**src/hw/hsd_pkg.sv**
```systemverilog
// Shared constants and carrier types for the dual-channel high-side switch fault logic.
// Assumes a single 125 MHz core clock; every pin-side input is asynchronous to it.
package hsd_pkg;

  // ==========================================================================
  // Register map (byte addresses on APB)
  localparam logic [7:0]  ADDR_CTRL   = 8'h00;
  localparam logic [7:0]  ADDR_STAT   = 8'h04;
  localparam logic [7:0]  ADDR_RETRY  = 8'h08;
  localparam logic [7:0]  ADDR_SENSE  = 8'h0c;

  // Control register field positions and reset value
  localparam int          CTRL_ON1    = 0;
  localparam int          CTRL_ON2    = 1;
  localparam int          CTRL_DIAG   = 2;
  localparam int          CTRL_LATCH  = 3;
  localparam int          CTRL_PICK_A = 4;
  localparam int          CTRL_PICK_B = 5;
  localparam int          CTRL_W      = 6;
  localparam logic [5:0]  CTRL_RST    = 6'h00;

  // Status register field positions
  localparam int          STAT_SW     = 0;
  localparam int          STAT_FLT    = 2;
  localparam int          STAT_REV    = 4;
  localparam int          STAT_MODE   = 5;

  // Retry interval in core clock cycles (8 us at 125 MHz by default)
  localparam logic [15:0] RETRY_RST   = 16'h03e8;

  // ==========================================================================
  // Sense transfer constants; sense values are in microamps
  localparam int          SENSE_RATIO   = 1500;
  localparam int          UA_PER_MA     = 1000;
  localparam logic [16:0] SENSE_RECIP   = 17'((65536 * UA_PER_MA) / SENSE_RATIO);
  localparam int          TEMP_REF_C    = 25;
  localparam int          TEMP_SLOPE_UA = 10;
  localparam int          TEMP_OFFS_UA  = 850;
  localparam logic [15:0] FAULT_LVL_UA  = 16'h1f40;
  localparam int          SENSE_MAX     = 65535;

  // ==========================================================================
  // Enumerations
  typedef enum logic [2:0] {
    CH_RUN   = 3'b001,
    CH_FAULT = 3'b010,
    CH_RETRY = 3'b100
  } chan_st_t;

  typedef enum logic [1:0] {
    SENSE_HIZ   = 2'h0,
    SENSE_LOAD  = 2'h1,
    SENSE_TEMP  = 2'h2,
    SENSE_FAULT = 2'h3
  } sense_mode_t;

  // ==========================================================================
  // Carriers
  typedef struct packed {
    logic              rev_batt;
    logic [1:0]        tsd;
    logic [1:0]        ilim;
    logic [1:0]        vout_up;
    logic [1:0]        vout_ol;
    logic [1:0][15:0]  iout_ma;
    logic [1:0][7:0]   tj_c;
  } pins_t;

  typedef struct packed {
    pins_t s1;
    pins_t s2;
  } sync_reg_t;

  typedef struct packed {
    logic        en;
    logic        diag;
    logic        latch;
    logic        rev;
    logic        tsd;
    logic        ilim;
    logic        vout_up;
    logic        vout_ol;
    logic [15:0] retry;
  } chan_in_t;

  typedef struct packed {
    chan_st_t    st;
    logic [15:0] cnt;
    logic        en_q;
    logic        diag_q;
    logic        offdiag;
    logic        sw_on;
    logic        fault;
  } chan_reg_t;

  typedef struct packed {
    logic [5:0]  ctrl;
    logic [15:0] retry;
    logic [31:0] prdata;
    logic        pready;
    logic        pslverr;
    logic        sense_oe;
    sense_mode_t sense_mode;
    logic [15:0] sense_val;
  } top_reg_t;

endpackage

```
**src/hw/hsd_fault_mux.sv**
```systemverilog
// Top of the switch fault and sense logic: APB registers, two channels, sense mux.
// Assumes an APB master on the core clock and asynchronous sensor and comparator pins.
// Overview of operation
// - Reverse battery forces both switches on
// - Protections ignored during reverse battery
// - Latched current-limit fault holds until latch low
// - Latch low: auto retry after clear and interval
// - Retry shows fault until output rises or enable drops
// - Grounded output keeps fault indication while enabled
// - Enabled channel never raises open-load fault
// - Off-state comparator armed by diag, enable low
// - Off-state fault follows comparator continuously
// - Diag fall or enable rise clears off-state fault
// - Fault shown only for selected channel
// - Select inputs pick load current or temperature
// - Load sense is output current over ratio
// - Temperature sense is slope times rise plus offset
// - Fault replaces load measurement with fixed level
// - Thermal, current-limit and open-load are reported
// - Temperature mode reports the hotter channel
// - Diag low floats sense; code 11 unused
// - Fault exit needs clear, latch low, timer
// - Channels keep fully independent state
`timescale 1ns/10ps
module hsd_fault_mux (
  // Clock and reset
  input  wire logic              i_core_clk,
  input  wire logic              i_rstn,
  // APB slave
  input  wire logic              i_psel,
  input  wire logic              i_penable,
  input  wire logic              i_pwrite,
  input  wire logic [7:0]        i_paddr,
  input  wire logic [31:0]       i_pwdata,
  input  wire logic [3:0]        i_pstrb,
  output logic [31:0]            o_prdata,
  output logic                   o_pready,
  output logic                   o_pslverr,
  // Sensor and comparator pins
  input  wire hsd_pkg::pins_t    i_pins,
  // Switch drive
  output logic [1:0]             o_sw_on,
  // Sense output
  output logic                   o_sense_oe,
  output hsd_pkg::sense_mode_t   o_sense_mode,
  output logic [15:0]            o_sense_val
);

  // ==========================================================================
  // Declarations
  hsd_pkg::top_reg_t    q;
  hsd_pkg::top_reg_t    d;
  hsd_pkg::pins_t       pins_s;
  hsd_pkg::chan_in_t    ch_in [2];
  hsd_pkg::chan_st_t    ch_st [2];
  logic [1:0]           ch_sw;
  logic [1:0]           ch_flt;
  logic                 setup;
  logic                 wr_go;
  logic                 hit;
  logic                 ro;
  logic [1:0]           pick;
  logic                 pch;
  logic signed [8:0]    hot;
  logic [32:0]          load_prod;
  int                   tv;
  logic [31:0]          rdat;

  // ==========================================================================
  // Pin synchroniser
  hsd_pin_sync u_sync (
    .i_core_clk (i_core_clk),
    .i_rstn     (i_rstn),
    .i_pins     (i_pins),
    .o_pins     (pins_s)
  );

  // ==========================================================================
  // Channels, each fully independent of the other
  for (genvar c = 0; c < 2; c++) begin : g_ch
    // Per-channel inputs gathered from control bits and synced pins
    always_comb begin
      ch_in[c].en      = q.ctrl[hsd_pkg::CTRL_ON1 + c];
      ch_in[c].diag    = q.ctrl[hsd_pkg::CTRL_DIAG];
      ch_in[c].latch   = q.ctrl[hsd_pkg::CTRL_LATCH];
      ch_in[c].rev     = pins_s.rev_batt;
      ch_in[c].tsd     = pins_s.tsd[c];
      ch_in[c].ilim    = pins_s.ilim[c];
      ch_in[c].vout_up = pins_s.vout_up[c];
      ch_in[c].vout_ol = pins_s.vout_ol[c];
      ch_in[c].retry   = q.retry;
    end

    hsd_chan u_chan (
      .i_core_clk (i_core_clk),
      .i_rstn     (i_rstn),
      .i_ch       (ch_in[c]),
      .o_sw_on    (ch_sw[c]),
      .o_fault    (ch_flt[c]),
      .o_state    (ch_st[c])
    );
  end

  // ==========================================================================
  // APB decode: data is prepared in the setup cycle so the answer is a flop
  always_comb begin
    setup = i_psel & ~i_penable;
    wr_go = i_psel & i_penable & q.pready & i_pwrite;
    hit   = (i_paddr == hsd_pkg::ADDR_CTRL) | (i_paddr == hsd_pkg::ADDR_STAT)
          | (i_paddr == hsd_pkg::ADDR_RETRY) | (i_paddr == hsd_pkg::ADDR_SENSE);
    ro    = (i_paddr == hsd_pkg::ADDR_STAT) | (i_paddr == hsd_pkg::ADDR_SENSE);
    rdat  = 32'h0000_0000;
    case (i_paddr)
      hsd_pkg::ADDR_CTRL: begin
        rdat[hsd_pkg::CTRL_W-1:0] = q.ctrl;
      end
      hsd_pkg::ADDR_STAT: begin
        rdat[hsd_pkg::STAT_SW +: 2]   = ch_sw;
        rdat[hsd_pkg::STAT_FLT +: 2]  = ch_flt;
        rdat[hsd_pkg::STAT_REV]       = pins_s.rev_batt;
        rdat[hsd_pkg::STAT_MODE +: 2] = q.sense_mode;
      end
      hsd_pkg::ADDR_RETRY: begin
        rdat[15:0] = q.retry;
      end
      hsd_pkg::ADDR_SENSE: begin
        rdat[15:0] = q.sense_val;
      end
      default: begin
        rdat = 32'h0000_0000;
      end
    endcase
  end

  // ==========================================================================
  // Sense transfer functions
  always_comb begin
    tv        = 0;
    pick      = {q.ctrl[hsd_pkg::CTRL_PICK_A], q.ctrl[hsd_pkg::CTRL_PICK_B]};
    // Second select bit routes both current and off-state diagnosis
    pch       = pick[0];
    // Load current in uA is the output current over the sense ratio
    load_prod = 33'(pins_s.iout_ma[pch]) * 33'(hsd_pkg::SENSE_RECIP);
    // Hotter channel wins in temperature mode
    if ($signed(pins_s.tj_c[0]) > $signed(pins_s.tj_c[1])) begin
      hot = 9'($signed(pins_s.tj_c[0]));
    end else begin
      hot = 9'($signed(pins_s.tj_c[1]));
    end
    tv = (int'(hot) - hsd_pkg::TEMP_REF_C) * hsd_pkg::TEMP_SLOPE_UA
       + hsd_pkg::TEMP_OFFS_UA;
    // Clamp: the sense source cannot sink current
    if (tv < 0) begin
      tv = 0;
    end else if (tv > hsd_pkg::SENSE_MAX) begin
      tv = hsd_pkg::SENSE_MAX;
    end
  end

  // ==========================================================================
  // Next register values: bus, then sense mux
  always_comb begin
    d         = q;
    d.pready  = setup & ~q.pready;
    if (setup) begin
      d.prdata  = i_pwrite ? 32'h0000_0000 : rdat;
      d.pslverr = ~hit | (i_pwrite & ro);
    end
    if (wr_go && !q.pslverr) begin
      if (i_paddr == hsd_pkg::ADDR_CTRL && i_pstrb[0]) begin
        d.ctrl = i_pwdata[hsd_pkg::CTRL_W-1:0];
      end
      if (i_paddr == hsd_pkg::ADDR_RETRY) begin
        if (i_pstrb[0]) begin
          d.retry[7:0] = i_pwdata[7:0];
        end
        if (i_pstrb[1]) begin
          d.retry[15:8] = i_pwdata[15:8];
        end
      end
    end
    // Mux: diag low floats the pin, code 11 is not a valid choice
    d.sense_oe   = 1'b0;
    d.sense_mode = hsd_pkg::SENSE_HIZ;
    d.sense_val  = 16'h0000;
    if (q.ctrl[hsd_pkg::CTRL_DIAG]) begin
      case (pick)
        2'b00, 2'b01: begin
          d.sense_oe = 1'b1;
          if (ch_flt[pch]) begin
            d.sense_mode = hsd_pkg::SENSE_FAULT;
            d.sense_val  = hsd_pkg::FAULT_LVL_UA;
          end else begin
            d.sense_mode = hsd_pkg::SENSE_LOAD;
            d.sense_val  = load_prod[31:16];
          end
        end
        2'b10: begin
          d.sense_oe   = 1'b1;
          d.sense_mode = hsd_pkg::SENSE_TEMP;
          d.sense_val  = 16'(tv);
        end
        default: begin
          d.sense_oe   = 1'b0;
        end
      endcase
    end
  end

  // ==========================================================================
  // State register
  always_ff @(posedge i_core_clk or negedge i_rstn) begin
    if (!i_rstn) begin
      q <= '{ctrl: hsd_pkg::CTRL_RST, retry: hsd_pkg::RETRY_RST,
             sense_mode: hsd_pkg::SENSE_HIZ, default: '0};
    end else begin
      q <= d;
    end
  end

  // ==========================================================================
  // Outputs, all straight from flops
  assign o_prdata     = q.prdata;
  assign o_pready     = q.pready;
  assign o_pslverr    = q.pslverr;
  assign o_sw_on      = ch_sw;
  assign o_sense_oe   = q.sense_oe;
  assign o_sense_mode = q.sense_mode;
  assign o_sense_val  = q.sense_val;
endmodule

```
**src/hw/hsd_pin_sync.sv**
```systemverilog
// Two-stage synchroniser for every pin-side input of the switch.
// Assumes multi-bit analog readings change slowly against the core clock.
`timescale 1ns/10ps
module hsd_pin_sync (
  // Clock and reset
  input  wire logic          i_core_clk,
  input  wire logic          i_rstn,
  // Pins in, synchronised copy out
  input  wire hsd_pkg::pins_t i_pins,
  output hsd_pkg::pins_t      o_pins
);

  hsd_pkg::sync_reg_t q;
  hsd_pkg::sync_reg_t d;

  // ==========================================================================
  // First stage feeds only the second stage
  always_comb begin
    d    = q;
    d.s1 = i_pins;
    d.s2 = q.s1;
  end

  always_ff @(posedge i_core_clk or negedge i_rstn) begin
    if (!i_rstn) begin
      q <= '0;
    end else begin
      q <= d;
    end
  end

  assign o_pins = q.s2;

endmodule

```
**src/hw/hsd_chan.sv**
```systemverilog
// One switch channel: fault state, retry timer, off-state diagnosis, gate drive.
// Assumes all inputs are already on the core clock; channels share nothing.
`timescale 1ns/10ps
module hsd_chan (
  // Clock and reset
  input  wire logic             i_core_clk,
  input  wire logic             i_rstn,
  // Channel controls and sensors
  input  wire hsd_pkg::chan_in_t i_ch,
  // Channel results
  output logic                  o_sw_on,
  output logic                  o_fault,
  output hsd_pkg::chan_st_t     o_state
);

  hsd_pkg::chan_reg_t q;
  hsd_pkg::chan_reg_t d;
  logic               flt;

  // ==========================================================================
  // Next-state logic
  always_comb begin
    d      = q;
    d.en_q   = i_ch.en;
    d.diag_q = i_ch.diag;
    // Protections are blind under reverse battery
    flt    = ~i_ch.rev & (i_ch.tsd | i_ch.ilim);
    case (q.st)
      hsd_pkg::CH_RUN: begin
        if (flt && q.sw_on) begin
          d.st  = hsd_pkg::CH_FAULT;
          d.cnt = i_ch.retry;
        end
      end
      hsd_pkg::CH_FAULT: begin
        if (q.cnt != 16'h0000) begin
          d.cnt = q.cnt - 16'h0001;
        end
        // Latch high parks the channel here regardless of the timer
        if (!flt && !i_ch.latch && q.cnt == 16'h0000) begin
          d.st = i_ch.en ? hsd_pkg::CH_RETRY : hsd_pkg::CH_RUN;
        end
      end
      hsd_pkg::CH_RETRY: begin
        // No timeout: a grounded output keeps the indication for as long as enable stays high
        if (flt) begin
          d.st  = hsd_pkg::CH_FAULT;
          d.cnt = i_ch.retry;
        end else if (i_ch.vout_up || !i_ch.en) begin
          d.st = hsd_pkg::CH_RUN;
        end
      end
      default: begin
        d.st = hsd_pkg::CH_RUN;
      end
    endcase
    // Reverse battery forces the switch on to spare the body diode
    d.sw_on   = i_ch.rev | (i_ch.en & (d.st != hsd_pkg::CH_FAULT));
    // Comparator follows the output, armed only with diag high and enable low
    d.offdiag = i_ch.diag & ~i_ch.en & i_ch.vout_ol
              & ~(q.diag_q & ~i_ch.diag) & ~(~q.en_q & i_ch.en);
    d.fault   = (d.st != hsd_pkg::CH_RUN) | d.offdiag;
  end

  always_ff @(posedge i_core_clk or negedge i_rstn) begin
    if (!i_rstn) begin
      q <= '{st: hsd_pkg::CH_RUN, default: '0};
    end else begin
      q <= d;
    end
  end

  assign o_sw_on = q.sw_on;
  assign o_fault = q.fault;
  assign o_state = q.st;
endmodule

```
**config.mk**
```make
export PLATFORM = sky130hd
export DESIGN_NAME = hsd_fault_mux
export DESIGN_NICKNAME = d
export VERILOG_FILES = /design/src/hw/hsd_pkg.sv /design/src/hw/hsd_fault_mux.sv /design/src/hw/hsd_pin_sync.sv /design/src/hw/hsd_chan.sv
export SDC_FILE = /design/constraint.sdc
export NUM_CORES = 1
export LEC_CHECK = 0
export ABC_AREA = 1
export BUFFER_PORTS_ARGS = -buffer_cell sky130_fd_sc_hd__clkbuf_2
export CAP_MARGIN = 15
export CORE_MARGIN = 2
export CORE_UTILIZATION = 50
export CTS_BUF_LIST = sky130_fd_sc_hd__clkbuf_2 sky130_fd_sc_hd__clkbuf_4 sky130_fd_sc_hd__clkbuf_8
export CTS_CLUSTER_SIZE = 24
export DETAILED_ROUTE_END_ITERATION = 10
export PLACE_DENSITY_LB_ADDON = 0.05
export SLEW_MARGIN = 20
export SYNTH_ARGS = -nofsm -noshare
export SYNTH_HDL_FRONTEND = slang
export SYNTH_SLANG_ARGS = --single-unit
```
**constraint.sdc**
```tcl
create_clock -name i_core_clk -period 6.19 [get_ports i_core_clk]
set_input_delay 0.619 -clock i_core_clk [delete_from_list [all_inputs] [get_ports i_core_clk]]
set_output_delay 0.619 -clock i_core_clk [all_outputs]
set_load 0.02 [all_outputs]
```
==> summary.txt <==
Detailed routing
  • Final routed DRC violation total: 0
  • Post-route antenna net violation count: 0
  • DR WL/cell: about 15 microns
  • Via density: 5.13
  • Via count: 10,200
  • Initial DRT Pass Iterations: 5
  • Total wire length: 30.8 mm
  • Initial DRC count: 523

Floorplanning
  • Die ar.: 0.0284 sq mm
  • Die extent in y: about 170 microns
  • IO Count: around 160
  • Core area: approximately 0.027 sq mm
  • Row cnt: 60
  • Starting Density: about half
  • Width of the die: about 170 microns

Timing
  • Final Hold Viols: 0
  • Final Max Tran Viols: 0
  • Worst-Margin Slew: between 900 and 1000 ps
  • Tcrit/Tclk final: between 90% and 100%
  • Slew headroom: 35.4%
  • Setup violators final: 0
  • RSZ-0062 raised after global routing: true
  • Min Tclk post-route: approximately 5900 ps
  • Max Clock Freq: between 150 and 200 MHz
  • Worst Skew: between 20 and 30 ps
  • PnR worst setup slack: roughly 280 ps

Yosys
  • Top-area cell type share of the netlist area: roughly two fifths
  • Largest cells by area after synthesis: dfrtp_1, ha_1, fa_1, inv_1, nand2_1
  • FFs w/ async S/R, synth: between 90% and 100%
  • Synth warnings: 0
  • Synthesized flop and latch total: 215
  • Gate Count Post-Synth: ~1,500
  • Avg Inst Size Synth: between 9 and 10 sq um
  • Mapped Area: roughly 0.014 sq mm
  • Post-synth top flop: dfrtp_1
  • Yosys top cell by area: dfrtp_1
  • Share of the yosys chip area belonging to registers: 39.8%
  • EDFF count, synth: 0
  • Distinct cells, synth: 50

Global route
  • Largest net degree at the start of global routing: 119
  • Antenna violations before repair: 0
  • GR Util All Layers: between 20% and 30%
  • First-pass GRT wire length: 50.4 mm
  • GRT overflow: 0
  • Vias in the first global route: between 10,000 and 15,000

Critical path
  • Reg-to-reg endpoint: o_sense_val[15]$_DFF_PN0_
  • CP delay by family, top: adder cells
  • FF-to-FF setup slack: between 200 and 300 ps
  • Setup CP Type: reg -> reg
  • Crit path required time: between 6000 and 7000 ps
  • Largest stage delay on the critical path: approximately 540 ps
  • Critical-path cell with the highest stage delay: fa_1
  • Crit path DAT: ~6300 ps
  • Depth of the most critical reg-to-reg path: 25
  • Crit path max fanout: 16
  • Crit start category: flop
  • Critical path capture point type: flop
  • Crit Reg-Reg Startpoint: pch$_DFFE_PN0P_
  • CP bufs+invs: 5

Power
  • VDD IR max: around 0.22 mV
  • Gate power share: 54.7%
  • Internal Power: 3620 uW
  • Power density cells: between 400 and 500 mW/mm^2
  • Sequential Power Share: between 20% and 30%
  • Clock power frac: about a fifth
  • Sw power: between 2000 and 3000 uW
  • Sw Ratio: a little over two fifths
  • Static leakage: around 0.0081 uW

Clocking
  • Hold_buf cts: 0
  • H-tree lvl count: 2
  • Clock root buffer: clkbuf_8
  • CTS tree: built
  • Worst-path clk slew: roughly 60 ps
  • TritonCTS buffer count: 38
  • Number of clock sinks: ~220
  • Clk_lat worst skew: about 540 ps
  • Max clock buf depth: 3

Flow run
  • # Max-Cap Violations: 0

Hold path
  • Worst hold path type: in -> async

Place
  • I/O Buffers: around 130
  • Setup WS pre-CTS: 106 ps
  • RePlAce Congestion: about 0.93
  • # placed instances: 1,928
  • Hpwl dp: about 24 mm

Layout
  • Layout Cells excl Fill: 1,994
  • Ant diodes: 0
  • Filler cells: around 2,500
  • Nets: between 1,500 and 2,000
  • Layout cells sized above 1: between 10% and 20%
  • Layout area overhead: 14.2%

Run status
  • Status: finished clean
Yosys cell counts (all sizes together) (3+ instances only):
cell and count:
a21boi 3, a21o 5, a21oi 81, a221oi 8
a22o 13, a22oi 7, a31oi 9, a32oi 3
buf 20, clkbuf 16, dfrtp 207, dfstp 8
fa 70, ha 143, inv 285, mux2 4
nand2 212, nand3 58, nand4 14, nor2 96
nor3 12, nor4 8, o21ai 120, o22ai 8
or2 21, xnor2 3, xor2 17
stage by stage:
step | TNS [ps] | total power (uW) | cell area [sq um] | utilization, % | hold slack (ps)
detailed placement | 0 | 5060 | 14600 | 54.4 | 335
global route | -22.1 | 7100 | 15500 | 57.7 | 162
finish | 0 | 6440 | 15500 | 57.7 | 114
global placement | 0 | 5010 | 14600 | 54.4 | 331
CTS | 0 | 6430 | 15300 | 57.3 | 160
floorplan | 0 | 4270 | 13600 | - | 323
timing repair:
action | in CTS | in global routing
setup buffers | 0 | 3
setup endpoints to repair | 0 | 7
resized for setup | 0 | 30
cells in the final DEF (no fill, tap or decap), types with 5 or more instances in the layout:
cell type	synthesis	layout
a21o_1	5	5
a21oi_1	81	77
a221oi_1	8	8
a22o_1	13	13
a22oi_1	7	7
a31oi_1	9	9
buf_4	18	16
clkbuf_2	0	125
clkbuf_4	0	13
clkbuf_8	0	47
conb_1	1	16
dfrtp_1	207	207
dfstp_2	8	8
fa_1	70	70
ha_1	143	136
inv_1	279	278
inv_2	6	7
nand2_1	199	199
nand2_2	9	9
nand3_1	52	52
nand3_2	5	5
nand4_1	13	13
nor2_1	91	91
nor2_2	5	5
nor3_1	12	11
o21ai_0	111	101
o21ai_1	6	11
o21ai_2	3	8
o22ai_1	8	8
or2_2	21	21
xor2_1	17	17
flip-flops by register name, summed over array words and instances, names as in the netlist, 6 cells and up:
register / flops
o_sense_val: 16
g_ch.u_chan.q: 32
u_sync.o_pins: 57
u_sync.d: 57
ch_in: 20
g_ch.u_chan.o_state: 6
o_prdata: 16
power by group through the flow:
stage | clock network (uW) | registers [uW] | logic [uW]
floorplan | 0 | 1600 | 2670
finish | 1320 | 1600 | 3520
CTS | 1360 | 1600 | 3470
detailed placement | 0 | 1620 | 3440
global route | 1420 | 1610 | 4070
global placement | 0 | 1620 | 3390
final cells by class:
type                            instances  area (sq um)  area share (%)
Multi-Input combinational cell        945          7030            45.4
Sequential cell                       215          5390            34.8
Inverter                              287          1080            6.96
Timing Repair Buffer                  143           781            5.05
Clock buffer                           60           744            4.81
Tap cell                              341           427            2.76
Clock inverter                          3          23.8           0.154
metal layers:
| metal | global-route usage [%] | part of all wire, % |
|---|---|---|
| met5 | 0 | 0 |
| met4 | 6.60 | 2.6 |
| met3 | 3.02 | 4.8 |
| met2 | 37.3 | 48 |
| met1 | 30.5 | 45 |
worst register-to-register path: cells and delay by family, from the launching register on:
kind	cells	cell delay [ps]
AO/OA/AOI/OAI	5	770
XOR/XNOR	1	250
adder cells (fa/ha/maj)	7	2960
buffers and inverters	5	550
flip-flops	1	370
AND/OR/NAND/NOR	7	910
worst max-delay path by stage:
stage                          startpoint                        end  slack (ps)  cells past startpoint
after global placement    pch$_DFFE_PN0P_  o_sense_val[15]$_DFF_PN0_         210                     25
after global routing      pch$_DFFE_PN0P_  o_sense_val[15]$_DFF_PN0_         -20                     25
after detailed placement  pch$_DFFE_PN0P_  o_sense_val[15]$_DFF_PN0_         110                     25
after floorplan           pch$_DFFE_PN0P_  o_sense_val[14]$_DFF_PN0_         540                     24
after CTS                 pch$_DFFE_PN0P_  o_sense_val[15]$_DFF_PN0_          70                     25
final                     pch$_DFFE_PN0P_  o_sense_val[15]$_DFF_PN0_         280                     25
logic make-up after synthesis:
kind of cell | Yosys count | synth area share [%]
AOI/OAI and AO/OA | 269 | 11.4
xor gates and xnor gates | 20 | 1.29
adders and majority gates | 213 | 23.6
buffers and inverters | 323 | 9.54
DFF | 215 | 39.8
muxes | 4 | 0.333
other | 1 | 0.0277
and+or+nand+nor | 423 | 14.1
Note: power is estimated with default switching activity, not from simulation.
